[src/design/readout_pkg.sv]
// shared constants, types and register map of the quad converter readout block
package readout_pkg;

  // ---------------------------------------------------------------------------
  // readout geometry
  // ---------------------------------------------------------------------------
  localparam int unsigned NUM_CH   = 4;
  localparam int unsigned RESULT_W = 16;
  localparam logic [3:0]  MSB_POS  = 4'hF;
  localparam logic [3:0]  LSB_POS  = 4'h0;

  // ---------------------------------------------------------------------------
  // power state strobe counts
  // ---------------------------------------------------------------------------
  localparam logic [2:0] NAP_COUNT   = 3'h2;
  localparam logic [2:0] SLEEP_COUNT = 3'h4;
  localparam logic [2:0] WAKE_COUNT  = 3'h5;

  // ---------------------------------------------------------------------------
  // register map (byte addresses)
  // ---------------------------------------------------------------------------
  localparam int unsigned ADDR_W       = 8;
  localparam logic [7:0]  RESULT0_OFF  = 8'h00;
  localparam logic [7:0]  RESULT1_OFF  = 8'h04;
  localparam logic [7:0]  RESULT2_OFF  = 8'h08;
  localparam logic [7:0]  RESULT3_OFF  = 8'h0C;
  localparam logic [7:0]  STATUS_OFF   = 8'h10;
  localparam logic [2:0]  IDX_STATUS   = 3'h4;
  localparam logic [2:0]  IDX_NONE     = 3'h7;
  localparam logic [15:0] RESULT_RESET = 16'h0000;
  localparam logic [31:0] RDATA_RESET  = 32'h0000_0000;

  // status fields
  localparam int unsigned ST_STATE_LSB   = 0;
  localparam int unsigned ST_COUNT_LSB   = 2;
  localparam int unsigned ST_DIFF_BIT    = 5;
  localparam int unsigned ST_DDR_BIT     = 6;
  localparam int unsigned ST_READOUT_BIT = 7;

  // ---------------------------------------------------------------------------
  // types
  // ---------------------------------------------------------------------------
  typedef enum logic [1:0] {PWR_OP, PWR_NAP, PWR_SLEEP} power_state_t;

  typedef logic [NUM_CH-1:0][RESULT_W-1:0] result_bank_t;

  typedef struct packed {
    logic strobe_n;
    logic sck;
    logic diff;
    logic ddr;
  } pin_in_t;

  // the host idles the strobe low; a high reset value would fake a strobe fall after reset
  localparam pin_in_t PIN_RESET = '{strobe_n: 1'h0, sck: 1'h0, diff: 1'h0, ddr: 1'h0};

endpackage : readout_pkg

[src/design/pin_sync.sv]
// two-stage synchroniser for the pins that arrive from the host
`timescale 1ns/1ns
module pin_sync
(
  // clock and reset
  input  wire logic               pclk,
  input  wire logic               presetn,
  // pins and synchronised copy
  input  wire readout_pkg::pin_in_t pin_raw,
  output readout_pkg::pin_in_t      pin_sync_q
);

  readout_pkg::pin_in_t meta_q;

  // ---------------------------------------------------------------------------
  // the first stage feeds the second and nothing else
  // ---------------------------------------------------------------------------
  always_ff @(posedge pclk or negedge presetn)
  begin
    if (!presetn)
    begin
      meta_q     <= readout_pkg::PIN_RESET;
      pin_sync_q <= readout_pkg::PIN_RESET;
    end
    else
    begin
      meta_q     <= pin_raw;
      pin_sync_q <= meta_q;
    end
  end

endmodule : pin_sync

[src/design/lane_shifter.sv]
// one serial lane: walks the channel results circularly, msb first
`timescale 1ns/1ns
module lane_shifter
(
  // clock and reset
  input  wire logic                      pclk,
  input  wire logic                      presetn,
  // control
  input  wire logic                      load,
  input  wire logic                      advance,
  input  wire logic [1:0]                first_ch,
  input  wire readout_pkg::result_bank_t bank,
  // serial bit
  output logic                           bit_q
);

  logic [1:0] ch_q;
  logic [3:0] pos_q;
  logic [1:0] ch_d;
  logic [3:0] pos_d;

  // ---------------------------------------------------------------------------
  // slot walk
  // ---------------------------------------------------------------------------
  always_comb
  begin
    ch_d  = ch_q;
    pos_d = pos_q;
    if (load)
    begin
      ch_d  = first_ch;
      pos_d = readout_pkg::MSB_POS;
    end
    else if (advance)
    begin
      if (pos_q == readout_pkg::LSB_POS)
      begin
        ch_d  = ch_q + 2'h1;
        pos_d = readout_pkg::MSB_POS;
      end
      else
      begin
        pos_d = pos_q - 4'h1;
      end
    end
  end

  always_ff @(posedge pclk or negedge presetn)
  begin
    if (!presetn)
    begin
      ch_q  <= 2'h0;
      pos_q <= readout_pkg::MSB_POS;
      bit_q <= 1'h0;
    end
    else
    begin
      ch_q  <= ch_d;
      pos_q <= pos_d;
      if (load || advance)
        bit_q <= bank[ch_d][pos_d];
    end
  end
endmodule : lane_shifter

[src/design/quad_readout.sv]
// serial readout and nap/sleep power control of the quad converter, apb register view
//
// The APB register port and the register offsets are this design's own decisions.
`timescale 1ns/1ns
module quad_readout
(
  // clock and reset
  input  wire logic                             pclk,
  input  wire logic                             presetn,
  // apb slave
  input  wire logic                             psel,
  input  wire logic                             penable,
  input  wire logic                             pwrite,
  input  wire logic [readout_pkg::ADDR_W-1:0]   paddr,
  input  wire logic [31:0]                      pwdata,
  output logic      [31:0]                      prdata,
  output logic                                  pready,
  output logic                                  pslverr,
  // host pins
  input  wire logic                             conversion_strobe_n,
  input  wire logic                             shift_clock,
  input  wire logic                             io_mode_diff,
  input  wire logic                             data_rate_select,
  // single-ended lanes
  output logic                                  cmos_lane_one,
  output logic                                  cmos_lane_two,
  output logic                                  cmos_lane_three,
  output logic                                  cmos_lane_four,
  // differential lanes
  output logic                                  diff_lane_a,
  output logic                                  diff_lane_b,
  output logic                                  diff_lane_c,
  output logic                                  diff_lane_d,
  // echo clock and power state
  output logic                                  echo_shift_clock,
  output readout_pkg::power_state_t             power_mode
);

  // ---------------------------------------------------------------------------
  // pin synchronisation and edge detection
  // ---------------------------------------------------------------------------
  readout_pkg::pin_in_t pin_raw;
  readout_pkg::pin_in_t pin_s;
  logic                 sck_prev_q;
  logic                 strobe_prev_q;
  logic                 sck_rise;
  logic                 sck_fall;
  logic                 sck_edge;
  logic                 strobe_rise;
  logic                 strobe_fall;

  assign pin_raw = '{strobe_n: conversion_strobe_n, sck: shift_clock,
                     diff: io_mode_diff, ddr: data_rate_select};

  pin_sync u_sync
  (
    .pclk       (pclk),
    .presetn    (presetn),
    .pin_raw    (pin_raw),
    .pin_sync_q (pin_s)
  );

  always_ff @(posedge pclk or negedge presetn)
  begin
    if (!presetn)
    begin
      sck_prev_q    <= 1'h0;
      strobe_prev_q <= 1'h0;
    end
    else
    begin
      sck_prev_q    <= pin_s.sck;
      strobe_prev_q <= pin_s.strobe_n;
    end
  end

  assign sck_rise    = pin_s.sck && !sck_prev_q;
  assign sck_fall    = !pin_s.sck && sck_prev_q;
  assign sck_edge    = sck_rise || sck_fall;
  assign strobe_rise = pin_s.strobe_n && !strobe_prev_q;
  assign strobe_fall = !pin_s.strobe_n && strobe_prev_q;

  // ---------------------------------------------------------------------------
  // power state machine
  // ---------------------------------------------------------------------------
  readout_pkg::power_state_t state_q;
  readout_pkg::power_state_t state_d;
  logic [2:0]                cnt_q;
  logic [2:0]                cnt_d;
  logic                      sck_wake;
  logic                      sck_clear;

  // a differential sleeper ignores the shift clock; only the fifth strobe wakes it
  assign sck_wake  = sck_rise && (state_q == readout_pkg::PWR_NAP ||
                                  (state_q == readout_pkg::PWR_SLEEP && !pin_s.diff));
  assign sck_clear = sck_edge && (state_q != readout_pkg::PWR_SLEEP || !pin_s.diff);

  always_comb
  begin
    state_d = state_q;
    cnt_d   = cnt_q;
    if (sck_clear)
      cnt_d = 3'h0;
    if (sck_wake)
      state_d = readout_pkg::PWR_OP;
    if (strobe_rise)
    begin
      cnt_d = cnt_d + 3'h1;
      case (state_d)
        readout_pkg::PWR_OP:
          if (cnt_d == readout_pkg::NAP_COUNT)
            state_d = readout_pkg::PWR_NAP;
        readout_pkg::PWR_NAP:
          if (cnt_d == readout_pkg::SLEEP_COUNT)
            state_d = readout_pkg::PWR_SLEEP;
        readout_pkg::PWR_SLEEP:
          if (cnt_d == readout_pkg::WAKE_COUNT)
          begin
            state_d = readout_pkg::PWR_OP;
            cnt_d   = 3'h0;
          end
        default:
          state_d = readout_pkg::PWR_OP;
      endcase
    end
  end

  always_ff @(posedge pclk or negedge presetn)
  begin
    if (!presetn)
    begin
      state_q    <= readout_pkg::PWR_OP;
      cnt_q      <= 3'h0;
      power_mode <= readout_pkg::PWR_OP;
    end
    else
    begin
      state_q    <= state_d;
      cnt_q      <= cnt_d;
      power_mode <= state_d;
    end
  end

  // ---------------------------------------------------------------------------
  // sampling and readout sequencing
  // ---------------------------------------------------------------------------
  readout_pkg::result_bank_t result_q;
  readout_pkg::result_bank_t sample_q;
  logic                      readout_q;
  logic                      advance;
  logic [3:0]                lane_bit;

  always_ff @(posedge pclk or negedge presetn)
  begin
    if (!presetn)
    begin
      sample_q  <= '0;
      readout_q <= 1'h0;
    end
    else
    begin
      if (strobe_rise)
        sample_q <= result_q;
      if (state_q != readout_pkg::PWR_OP)
        readout_q <= 1'h0;
      else if (strobe_fall)
        readout_q <= 1'h1;
    end
  end

  // ddr shifts on both edges, so the host needs half the shift rate
  assign advance = readout_q && (state_q == readout_pkg::PWR_OP) &&
                   (pin_s.ddr ? sck_edge : sck_fall);

  for (genvar g = 0; g < readout_pkg::NUM_CH; g++)
  begin : g_lane
    lane_shifter u_lane
    (
      .pclk     (pclk),
      .presetn  (presetn),
      .load     (strobe_fall && state_q == readout_pkg::PWR_OP),
      .advance  (advance),
      .first_ch (2'(g)),
      .bank     (sample_q),
      .bit_q    (lane_bit[g])
    );
  end

  // ---------------------------------------------------------------------------
  // pin drivers: one extra stage keeps echo and data aligned
  // ---------------------------------------------------------------------------
  always_ff @(posedge pclk or negedge presetn)
  begin
    if (!presetn)
    begin
      cmos_lane_one    <= 1'h0;
      cmos_lane_two    <= 1'h0;
      cmos_lane_three  <= 1'h0;
      cmos_lane_four   <= 1'h0;
      diff_lane_a      <= 1'h0;
      diff_lane_b      <= 1'h0;
      diff_lane_c      <= 1'h0;
      diff_lane_d      <= 1'h0;
      echo_shift_clock <= 1'h0;
    end
    else
    begin
      cmos_lane_one    <= lane_bit[0] && !pin_s.diff;
      cmos_lane_two    <= lane_bit[1] && !pin_s.diff;
      cmos_lane_three  <= lane_bit[2] && !pin_s.diff;
      cmos_lane_four   <= lane_bit[3] && !pin_s.diff;
      diff_lane_a      <= lane_bit[0] && pin_s.diff;
      diff_lane_b      <= lane_bit[1] && pin_s.diff;
      diff_lane_c      <= lane_bit[2] && pin_s.diff;
      diff_lane_d      <= lane_bit[3] && pin_s.diff;
      echo_shift_clock <= sck_prev_q;
    end
  end

  // ---------------------------------------------------------------------------
  // apb register file, one wait state on every access
  // ---------------------------------------------------------------------------
  function automatic logic [2:0] reg_index(input logic [readout_pkg::ADDR_W-1:0] addr);
    case (addr)
      readout_pkg::RESULT0_OFF: reg_index = 3'h0;
      readout_pkg::RESULT1_OFF: reg_index = 3'h1;
      readout_pkg::RESULT2_OFF: reg_index = 3'h2;
      readout_pkg::RESULT3_OFF: reg_index = 3'h3;
      readout_pkg::STATUS_OFF:  reg_index = readout_pkg::IDX_STATUS;
      default:                  reg_index = readout_pkg::IDX_NONE;
    endcase
  endfunction : reg_index

  logic [2:0]  idx;
  logic        access;
  logic        bad;
  logic [31:0] status_word;
  logic [31:0] read_word;

  assign idx    = reg_index(paddr);
  assign access = psel && penable && !pready;
  assign bad    = (idx == readout_pkg::IDX_NONE) || (pwrite && idx == readout_pkg::IDX_STATUS);

  always_comb
  begin
    status_word                              = readout_pkg::RDATA_RESET;
    status_word[readout_pkg::ST_STATE_LSB+:2] = state_q;
    status_word[readout_pkg::ST_COUNT_LSB+:3] = cnt_q;
    status_word[readout_pkg::ST_DIFF_BIT]     = pin_s.diff;
    status_word[readout_pkg::ST_DDR_BIT]      = pin_s.ddr;
    status_word[readout_pkg::ST_READOUT_BIT]  = readout_q;
    if (idx == readout_pkg::IDX_STATUS)
      read_word = status_word;
    else if (idx < readout_pkg::IDX_STATUS)
      read_word = {16'h0000, result_q[idx[1:0]]};
    else
      read_word = readout_pkg::RDATA_RESET;
  end

  always_ff @(posedge pclk or negedge presetn)
  begin
    if (!presetn)
    begin
      pready  <= 1'h0;
      pslverr <= 1'h0;
      prdata  <= readout_pkg::RDATA_RESET;
    end
    else
    begin
      pready <= access;
      if (access)
      begin
        pslverr <= bad;
        prdata  <= pwrite ? readout_pkg::RDATA_RESET : read_word;
      end
    end
  end

  always_ff @(posedge pclk or negedge presetn)
  begin
    if (!presetn)
      result_q <= {readout_pkg::NUM_CH{readout_pkg::RESULT_RESET}};
    else if (psel && penable && pready && pwrite && idx < readout_pkg::IDX_STATUS)
      result_q[idx[1:0]] <= pwdata[15:0];
  end
endmodule : quad_readout

[config.mk]
export PLATFORM = sky130hd
export DESIGN_NAME = quad_readout
export DESIGN_NICKNAME = d
export VERILOG_FILES = /design/src/design/readout_pkg.sv /design/src/design/pin_sync.sv /design/src/design/lane_shifter.sv /design/src/design/quad_readout.sv
export SDC_FILE = /design/constraint.sdc
export NUM_CORES = 1
export LEC_CHECK = 0
export BUFFER_PORTS_ARGS = -buffer_cell sky130_fd_sc_hd__buf_2
export CAP_MARGIN = 5
export CORE_ASPECT_RATIO = 1.1
export CORE_MARGIN = 5
export CORE_UTILIZATION = 58
export CTS_CLUSTER_DIAMETER = 50
export CTS_CLUSTER_SIZE = 25
export DETAILED_ROUTE_END_ITERATION = 6
export PLACE_DENSITY_LB_ADDON = 0.1
export RECOVER_POWER = 100
export SYNTH_ARGS = -nofsm -noshare
export SYNTH_HDL_FRONTEND = slang
export SYNTH_SLANG_ARGS = --single-unit
[constraint.sdc]
create_clock -name pclk -period 4 [get_ports pclk]
set_input_delay 0.6 -clock pclk [delete_from_list [all_inputs] [get_ports pclk]]
set_output_delay 0.6 -clock pclk [all_outputs]
set_load 0.02 [all_outputs]
# Word-level counts from Yosys, hierarchy flattened
# Index checks and enable logic that the tools add are counted.
[word_totals]
elab_cells = 186
ff_bits = 215
in_bits = 49
output_inout_bits = 45
[op_classes]
n_reduce_logical = 45
n_eq_ne = 14
n_addsub = 9
n_mux = 62
magnitude_cmp = 11
[ops]
columns = ["operator", "n"]
rows = [
  ["$bmux 16 s2", 5],
  ["$mux 16", 7],
  ["$bwmux 64", 1],
  ["$mux 32", 2],
  ["$mux 4", 12],
  ["$mux 2", 17],
  ["$demux 16 s2", 1],
  ["$logic_and 1x1->1", 25],
  ["$lt 4x5->1 const B", 4],
  ["$bmux 1 s4", 4],
  ["$eq 8x4->1 const B", 2],
  ["$logic_not 4->1", 4],
  ["$sub 4x1->4 const B", 4],
  ["$lt 2x3->1 const B", 5],
  ["$pmux 3 s5", 1],
  ["$eq 3x3->1 const B", 4],
  ["$mux 3", 4],
  ["$add 2x1->2 const B", 4],
  ["$eq 8x3->1 const B", 1],
  ["$eq 8x5->1 const B", 1],
  ["$logic_not 8->1", 1],
  ["$mux 1", 7],
  ["$logic_not 1->1", 6],
  ["$pmux 2 s3", 1],
  ["other kinds (10)", 18],
]

# Depth between registers and ports, before layout
[depth]
word_depth = 11
ltp_mapped = 14
depth_no_buf = 12

# Modules after synthesis
# Synthesis repeated with hierarchy kept, for this count alone.
[hier_totals]
hier_cells = 1227
hier_area_um2 = 12231.7
[modules_own_cells]
columns = ["mod", "n_inst", "seq_area_each_um2", "area_per_inst_um2", "cells_each"]
rows = [
  ["quad_readout", 1, 4078.9, 7121.8, 635],
  ["lane_shifter", 4, 180.2, 1227.4, 146],
  ["pin_sync", 1, 200.2, 200.2, 8],
]

# Worst setup path after synthesis
# Ideal clock, no wire load.
[synth_timing]
kind = "register -> register"
startpoint = "register state_q[0]"
endpoint = "register g_lane[0].u_lane.bit_q"
path_stages_with_launch = 12
required_ns = 3.874
arrival_ns = 3.200
path_buffers = 2
setup_slack_ns = 0.674
period_less_slack_ns = 3.326
setup_time_ns = 0.126
cell_sequence = "dfrtp_1 -> buf_2 -> or3b_1 -> buf_2 -> a211oi_2 -> mux2i_1 -> mux4_2 -> nand2_1 -> a21oi_1 -> o41ai_1 -> nor4_1 -> a221o_1"
[synth_between]
elab_chain_len = 9
elab_cells_between_ends = 13
cone_classes = "mux (8); reduce/logical (5)"
[synth_lines]
columns = ["item", "line_no", "rtl"]
rows = [
  ["from (decl)", "quad_readout.sv:86", "readout_pkg::power_state_t state_q;"],
  ["from (signal assigned)", "quad_readout.sv:132", "state_q <= readout_pkg::PWR_OP;"],
  ["from (signal assigned)", "quad_readout.sv:138", "state_q <= state_d;"],
  ["$logic_not 2->1 *", "quad_readout.sv:172, quad_readout.sv:181", ""],
  ["$logic_and 1x1->1 (2 in series)", "quad_readout.sv:172", "assign advance = readout_q && (state_q == readout_pkg::PWR_OP) &&"],
  ["$mux 2", "lane_shifter.sv:34", "else if (advance)"],
  ["$mux 2", "lane_shifter.sv:29", "if (load)"],
  ["$bmux 16 s2", "lane_shifter.sv:61", "bit_q <= bank[ch_d][pos_d];"],
  ["$mux 16 (implied by the code)", "lane_shifter.sv:61", ""],
  ["$bmux 1 s4", "lane_shifter.sv:61", ""],
  ["$mux 1 (implied by the code)", "lane_shifter.sv:61", ""],
  ["to (signal assigned)", "lane_shifter.sv:61", ""],
  ["to (decl)", "lane_shifter.sv:14", "output logic bit_q"],
]
# Mark *: on every way between the ends. The rest lies on a longest branch, timed or not. The select of a mux whose other input is x is not followed.
# A chain may end at the register's enable or synchronous reset.

# Worst setup path in the final report
[layout_timing]
startpoint = "register g_lane[3].u_lane.pos_q[0]"
endpoint = "register g_lane[3].u_lane.bit_q"
[layout_between]
elab_chain_len = 8
elab_cells_between_ends = 12
cone_classes = "add/sub (1); mux (10); reduce/logical (1)"
[layout_lines]
columns = ["item", "line_no", "rtl"]
rows = [
  ["from (decl)", "lane_shifter.sv:18", "logic [3:0] pos_q;"],
  ["from (signal assigned)", "lane_shifter.sv:53", "pos_q <= readout_pkg::MSB_POS;"],
  ["from (signal assigned)", "lane_shifter.sv:59", "pos_q <= pos_d;"],
  ["$logic_not 4->1", "lane_shifter.sv:36", "if (pos_q == readout_pkg::LSB_POS)"],
  ["$mux 2", "lane_shifter.sv:36", ""],
  ["$mux 2", "lane_shifter.sv:34", ""],
  ["$mux 2", "lane_shifter.sv:29", ""],
  ["$bmux 16 s2", "lane_shifter.sv:61", ""],
  ["$mux 16 (implied by the code)", "lane_shifter.sv:61", ""],
  ["$bmux 1 s4 *", "lane_shifter.sv:61", ""],
  ["$mux 1 (implied by the code) *", "lane_shifter.sv:61", ""],
  ["to (signal assigned)", "lane_shifter.sv:61", ""],
  ["to (decl)", "lane_shifter.sv:14", ""],
]
# Marked as above.

==> flow_metrics.env <==
export IMPL_status="finished, violations left"
export IMPL_violations="capacitance limit, slew limit"
export IMPL_clock_path_buffers=2
export IMPL_cts_tree="built"
export IMPL_yosysSeqAreaShare_pct=45.17
export IMPL_portBuffers=61
export IMPL_tns_ps=0
export IMPL_power_sequential_fraction_pct=46.8
export IMPL_min_period_over_period_pct=94.08
export IMPL_cp_num_buf_inv=2
export IMPL_cts_made_buffers=17
export IMPL_ys_ff_latch=199
export IMPL_routabilityCongestion=0.9381
export IMPL_antenna_cells=0
export IMPL_core_area_um2=18970
export IMPL_final_util_pct=63.92
export IMPL_drive_above_1_share_pct=25.05
export IMPL_rsz0062_at_grt="no"
export IMPL_area_growth_synth_to_final_pct=9.518
export IMPL_crit_slowest_cell="mux2_2"
export IMPL_yosys_warnings=0
export IMPL_fin_nets=1121
export IMPL_routedWlPerCell_um=22.05
export IMPL_max_cap_violations=2
export IMPL_placement_rows=53
export IMPL_p_per_area_nw_per_um2=388.4
export IMPL_vias=8371
export IMPL_relSlewSlack_pct=-81.40
export IMPL_async_flop_share_pct=100.0
export IMPL_cts_clk_slew_worst_paths_ps=80
export IMPL_fin_crit_ps=3763
export IMPL_design_area_um2=12120
export IMPL_pwr_share_comb_pct=17.5
export IMPL_switching_share_pct=31.17
export IMPL_p_switching_uw=1468
export IMPL_dieArea_um2=21950
export IMPL_dieHeight_um=154.9
export IMPL_skew_ps=15.56
export IMPL_path_max_fanout=18
export IMPL_die_w_um=141.7
export IMPL_drc=0
export IMPL_internal_power_uw=3241
export IMPL_ctsResizeCount=0
export IMPL_grt_usage_pct=27.47
export IMPL_final_common_cell="dfrtp_1"
export IMPL_num_io_pins=94
export IMPL_cts_hold_buf=0
export IMPL_fmax_mhz=265.7
export IMPL_placed_cell_area_um2=11700
export IMPL_maxSlewViolCount=128
export IMPL_final_cell_mix="dfrtp_1 (183), mux2_2 (141), nand2_1 (101)"
export IMPL_insertion_delay_ps=440
export IMPL_start_util_pct=58.37
export IMPL_clock_sinks=199
export IMPL_critPathLaunchType="flip-flop"
export IMPL_grt_ovfl_total=0
export IMPL_dr_pass1_iters=5
export IMPL_path_delay_family="compound AO/OA/AOI/OAI gates"
export IMPL_synth_area_per_cell_um2=11.05
export IMPL_cpPeakStageDelay_ps=520
export IMPL_crit_arrival_ps=4060
export IMPL_hp_class="input port to flip-flop"
export IMPL_p_clk_share_pct=35.7
export IMPL_synth_ff_type="dfrtp_1"
export IMPL_hold_viol_final=0
export IMPL_drt_initial_drc_count=780
export IMPL_endpoint_kind="flip-flop"
export IMPL_setup_viol=0
export IMPL_crit_chain="inv_1 > ha_1 > or3b_2 > a2111oi_0 > mux2_2 > inv_2 > mux2i_1 > a221oi_1 > a211oi_1 > o21ai_1 > o2111ai_1 > o211ai_1"
export IMPL_ant_nets=0
export IMPL_grt_pass1_vias=8292
export IMPL_cts_root_buf="clkbuf_16"
export IMPL_routed_wl_um=29120
export IMPL_syn_inst=1002
export IMPL_leakagePower_uw=0.005503
export IMPL_path_class="flip-flop to flip-flop"
export IMPL_cts_setup_buffers=0
export IMPL_ys_types=75
export IMPL_htreeDepth=4
export IMPL_worstMarginPinSlew_ps=2721
export IMPL_dp_hpwl_um=21070
export IMPL_p_total_uw=4709
export IMPL_routed_via_density=6.337
export IMPL_synth_area_um2=11070
export IMPL_crit_required_ps=4300
export IMPL_antenna_found_initial=0
export IMPL_synth_edf_count=0
export IMPL_peakVddDrop_mv=0.2911
export IMPL_grt_start_max_net_pins=111
export IMPL_grt_pass1_wl_um=47130
sequential cells by signal, indices dropped and copies added (netlist names), 2 cells and up:
register / count
result_q: 64
sample_q: 64
g_lane.u_lane.pos_q: 16
prdata: 16
g_lane.u_lane.ch_q: 8
g_lane.u_lane.bit_q: 4
u_sync.meta_q: 4
u_sync.pin_sync_q: 4
cnt_q: 3
state_q: 2
cells in the mapped netlist (all sizes together), types with 18 or more instances:
cell type / count / area share [%]
o21ai: 26 / 1.2
mux4: 18 / 3.7
nand3: 18 / 0.81
a211oi: 19 / 1.4
mux2: 145 / 15
clkbuf: 34 / 1.2
mux2i: 67 / 6.3
nor2: 53 / 1.8
buf: 40 / 2.4
inv: 29 / 0.98
dfrtp: 183 / 41
nor2b: 18 / 1.0
a21oi: 31 / 1.4
nand2: 101 / 3.4
final timing paths:
| kind | start | slack (ps) | endpoint | cells past startpoint |
|---|---|---|---|---|
| min reg2reg | u_sync.meta_q[3] | 350 | u_sync.pin_sync_q[3] | 0 |
| min | shift_clock | 270 | u_sync.meta_q[2] | 1 |
| max in group asynchronous | presetn | 930 | result_q[28] | 2 |
| max reg2reg | g_lane[3].u_lane.pos_q[0] | 240 | g_lane[3].u_lane.bit_q | 12 |
| min in group asynchronous | presetn | 1000 | u_sync.pin_sync_q[1] | 1 |
| max | g_lane[3].u_lane.pos_q[0] | 240 | g_lane[3].u_lane.bit_q | 12 |
layer usage:
layer / share of wire, % / up-vias / GRT usage (%)
li1: - / 3798 / -
met1: 43 / 4200 / 39.91
met2: 48 / 338 / 42.86
met3: 6.9 / 35 / 4.919
met4: 1.5 / 0 / 7.541
met5: 0 / - / 0
area by class of cell:
cell class,instances,area [um^2]
timing repair buffer,100,508.0
clock buffer,18,439.2
inverter,31,116.4
multi-input combinational,713,5610
sequential,199,5000
tap,247,309.0
fill,1566,6843
clock inverter,13,140.1
logic make-up after synthesis:
logic type,count (synthesis),synth area share [%]
AOI/OAI and AO/OA,186,12.22
and+or+nand+nor,262,11.43
xor gates and xnor gates,9,0.7121
buffers and inverters,105,4.612
muxes,230,24.70
other,1,0.03388
adders and majority gates,10,1.130
DFF,199,45.17
power by group through the flow:
stage	clock network (uW)	registers [uW]	logic, uW
floorplan	0	2250	539
global placement	0	2230	829
detailed placement	0	2240	841
CTS	1710	2200	845
global route	1800	2210	906
finish	1680	2200	826
through the flow:
step | instances | hold slack [ps] | setup slack [ps]
final | 1321 | 272.0 | 236.9
after detailed placement | 1290 | 338.9 | 291.9
after global routing | 1321 | 253.0 | 42.14
after global placement | 1290 | 336.1 | 363.9
after floorplan | 1017 | 304.4 | 674.4
after CTS | 1321 | 253.0 | 273.6
(Power assumes the default switching activity.)
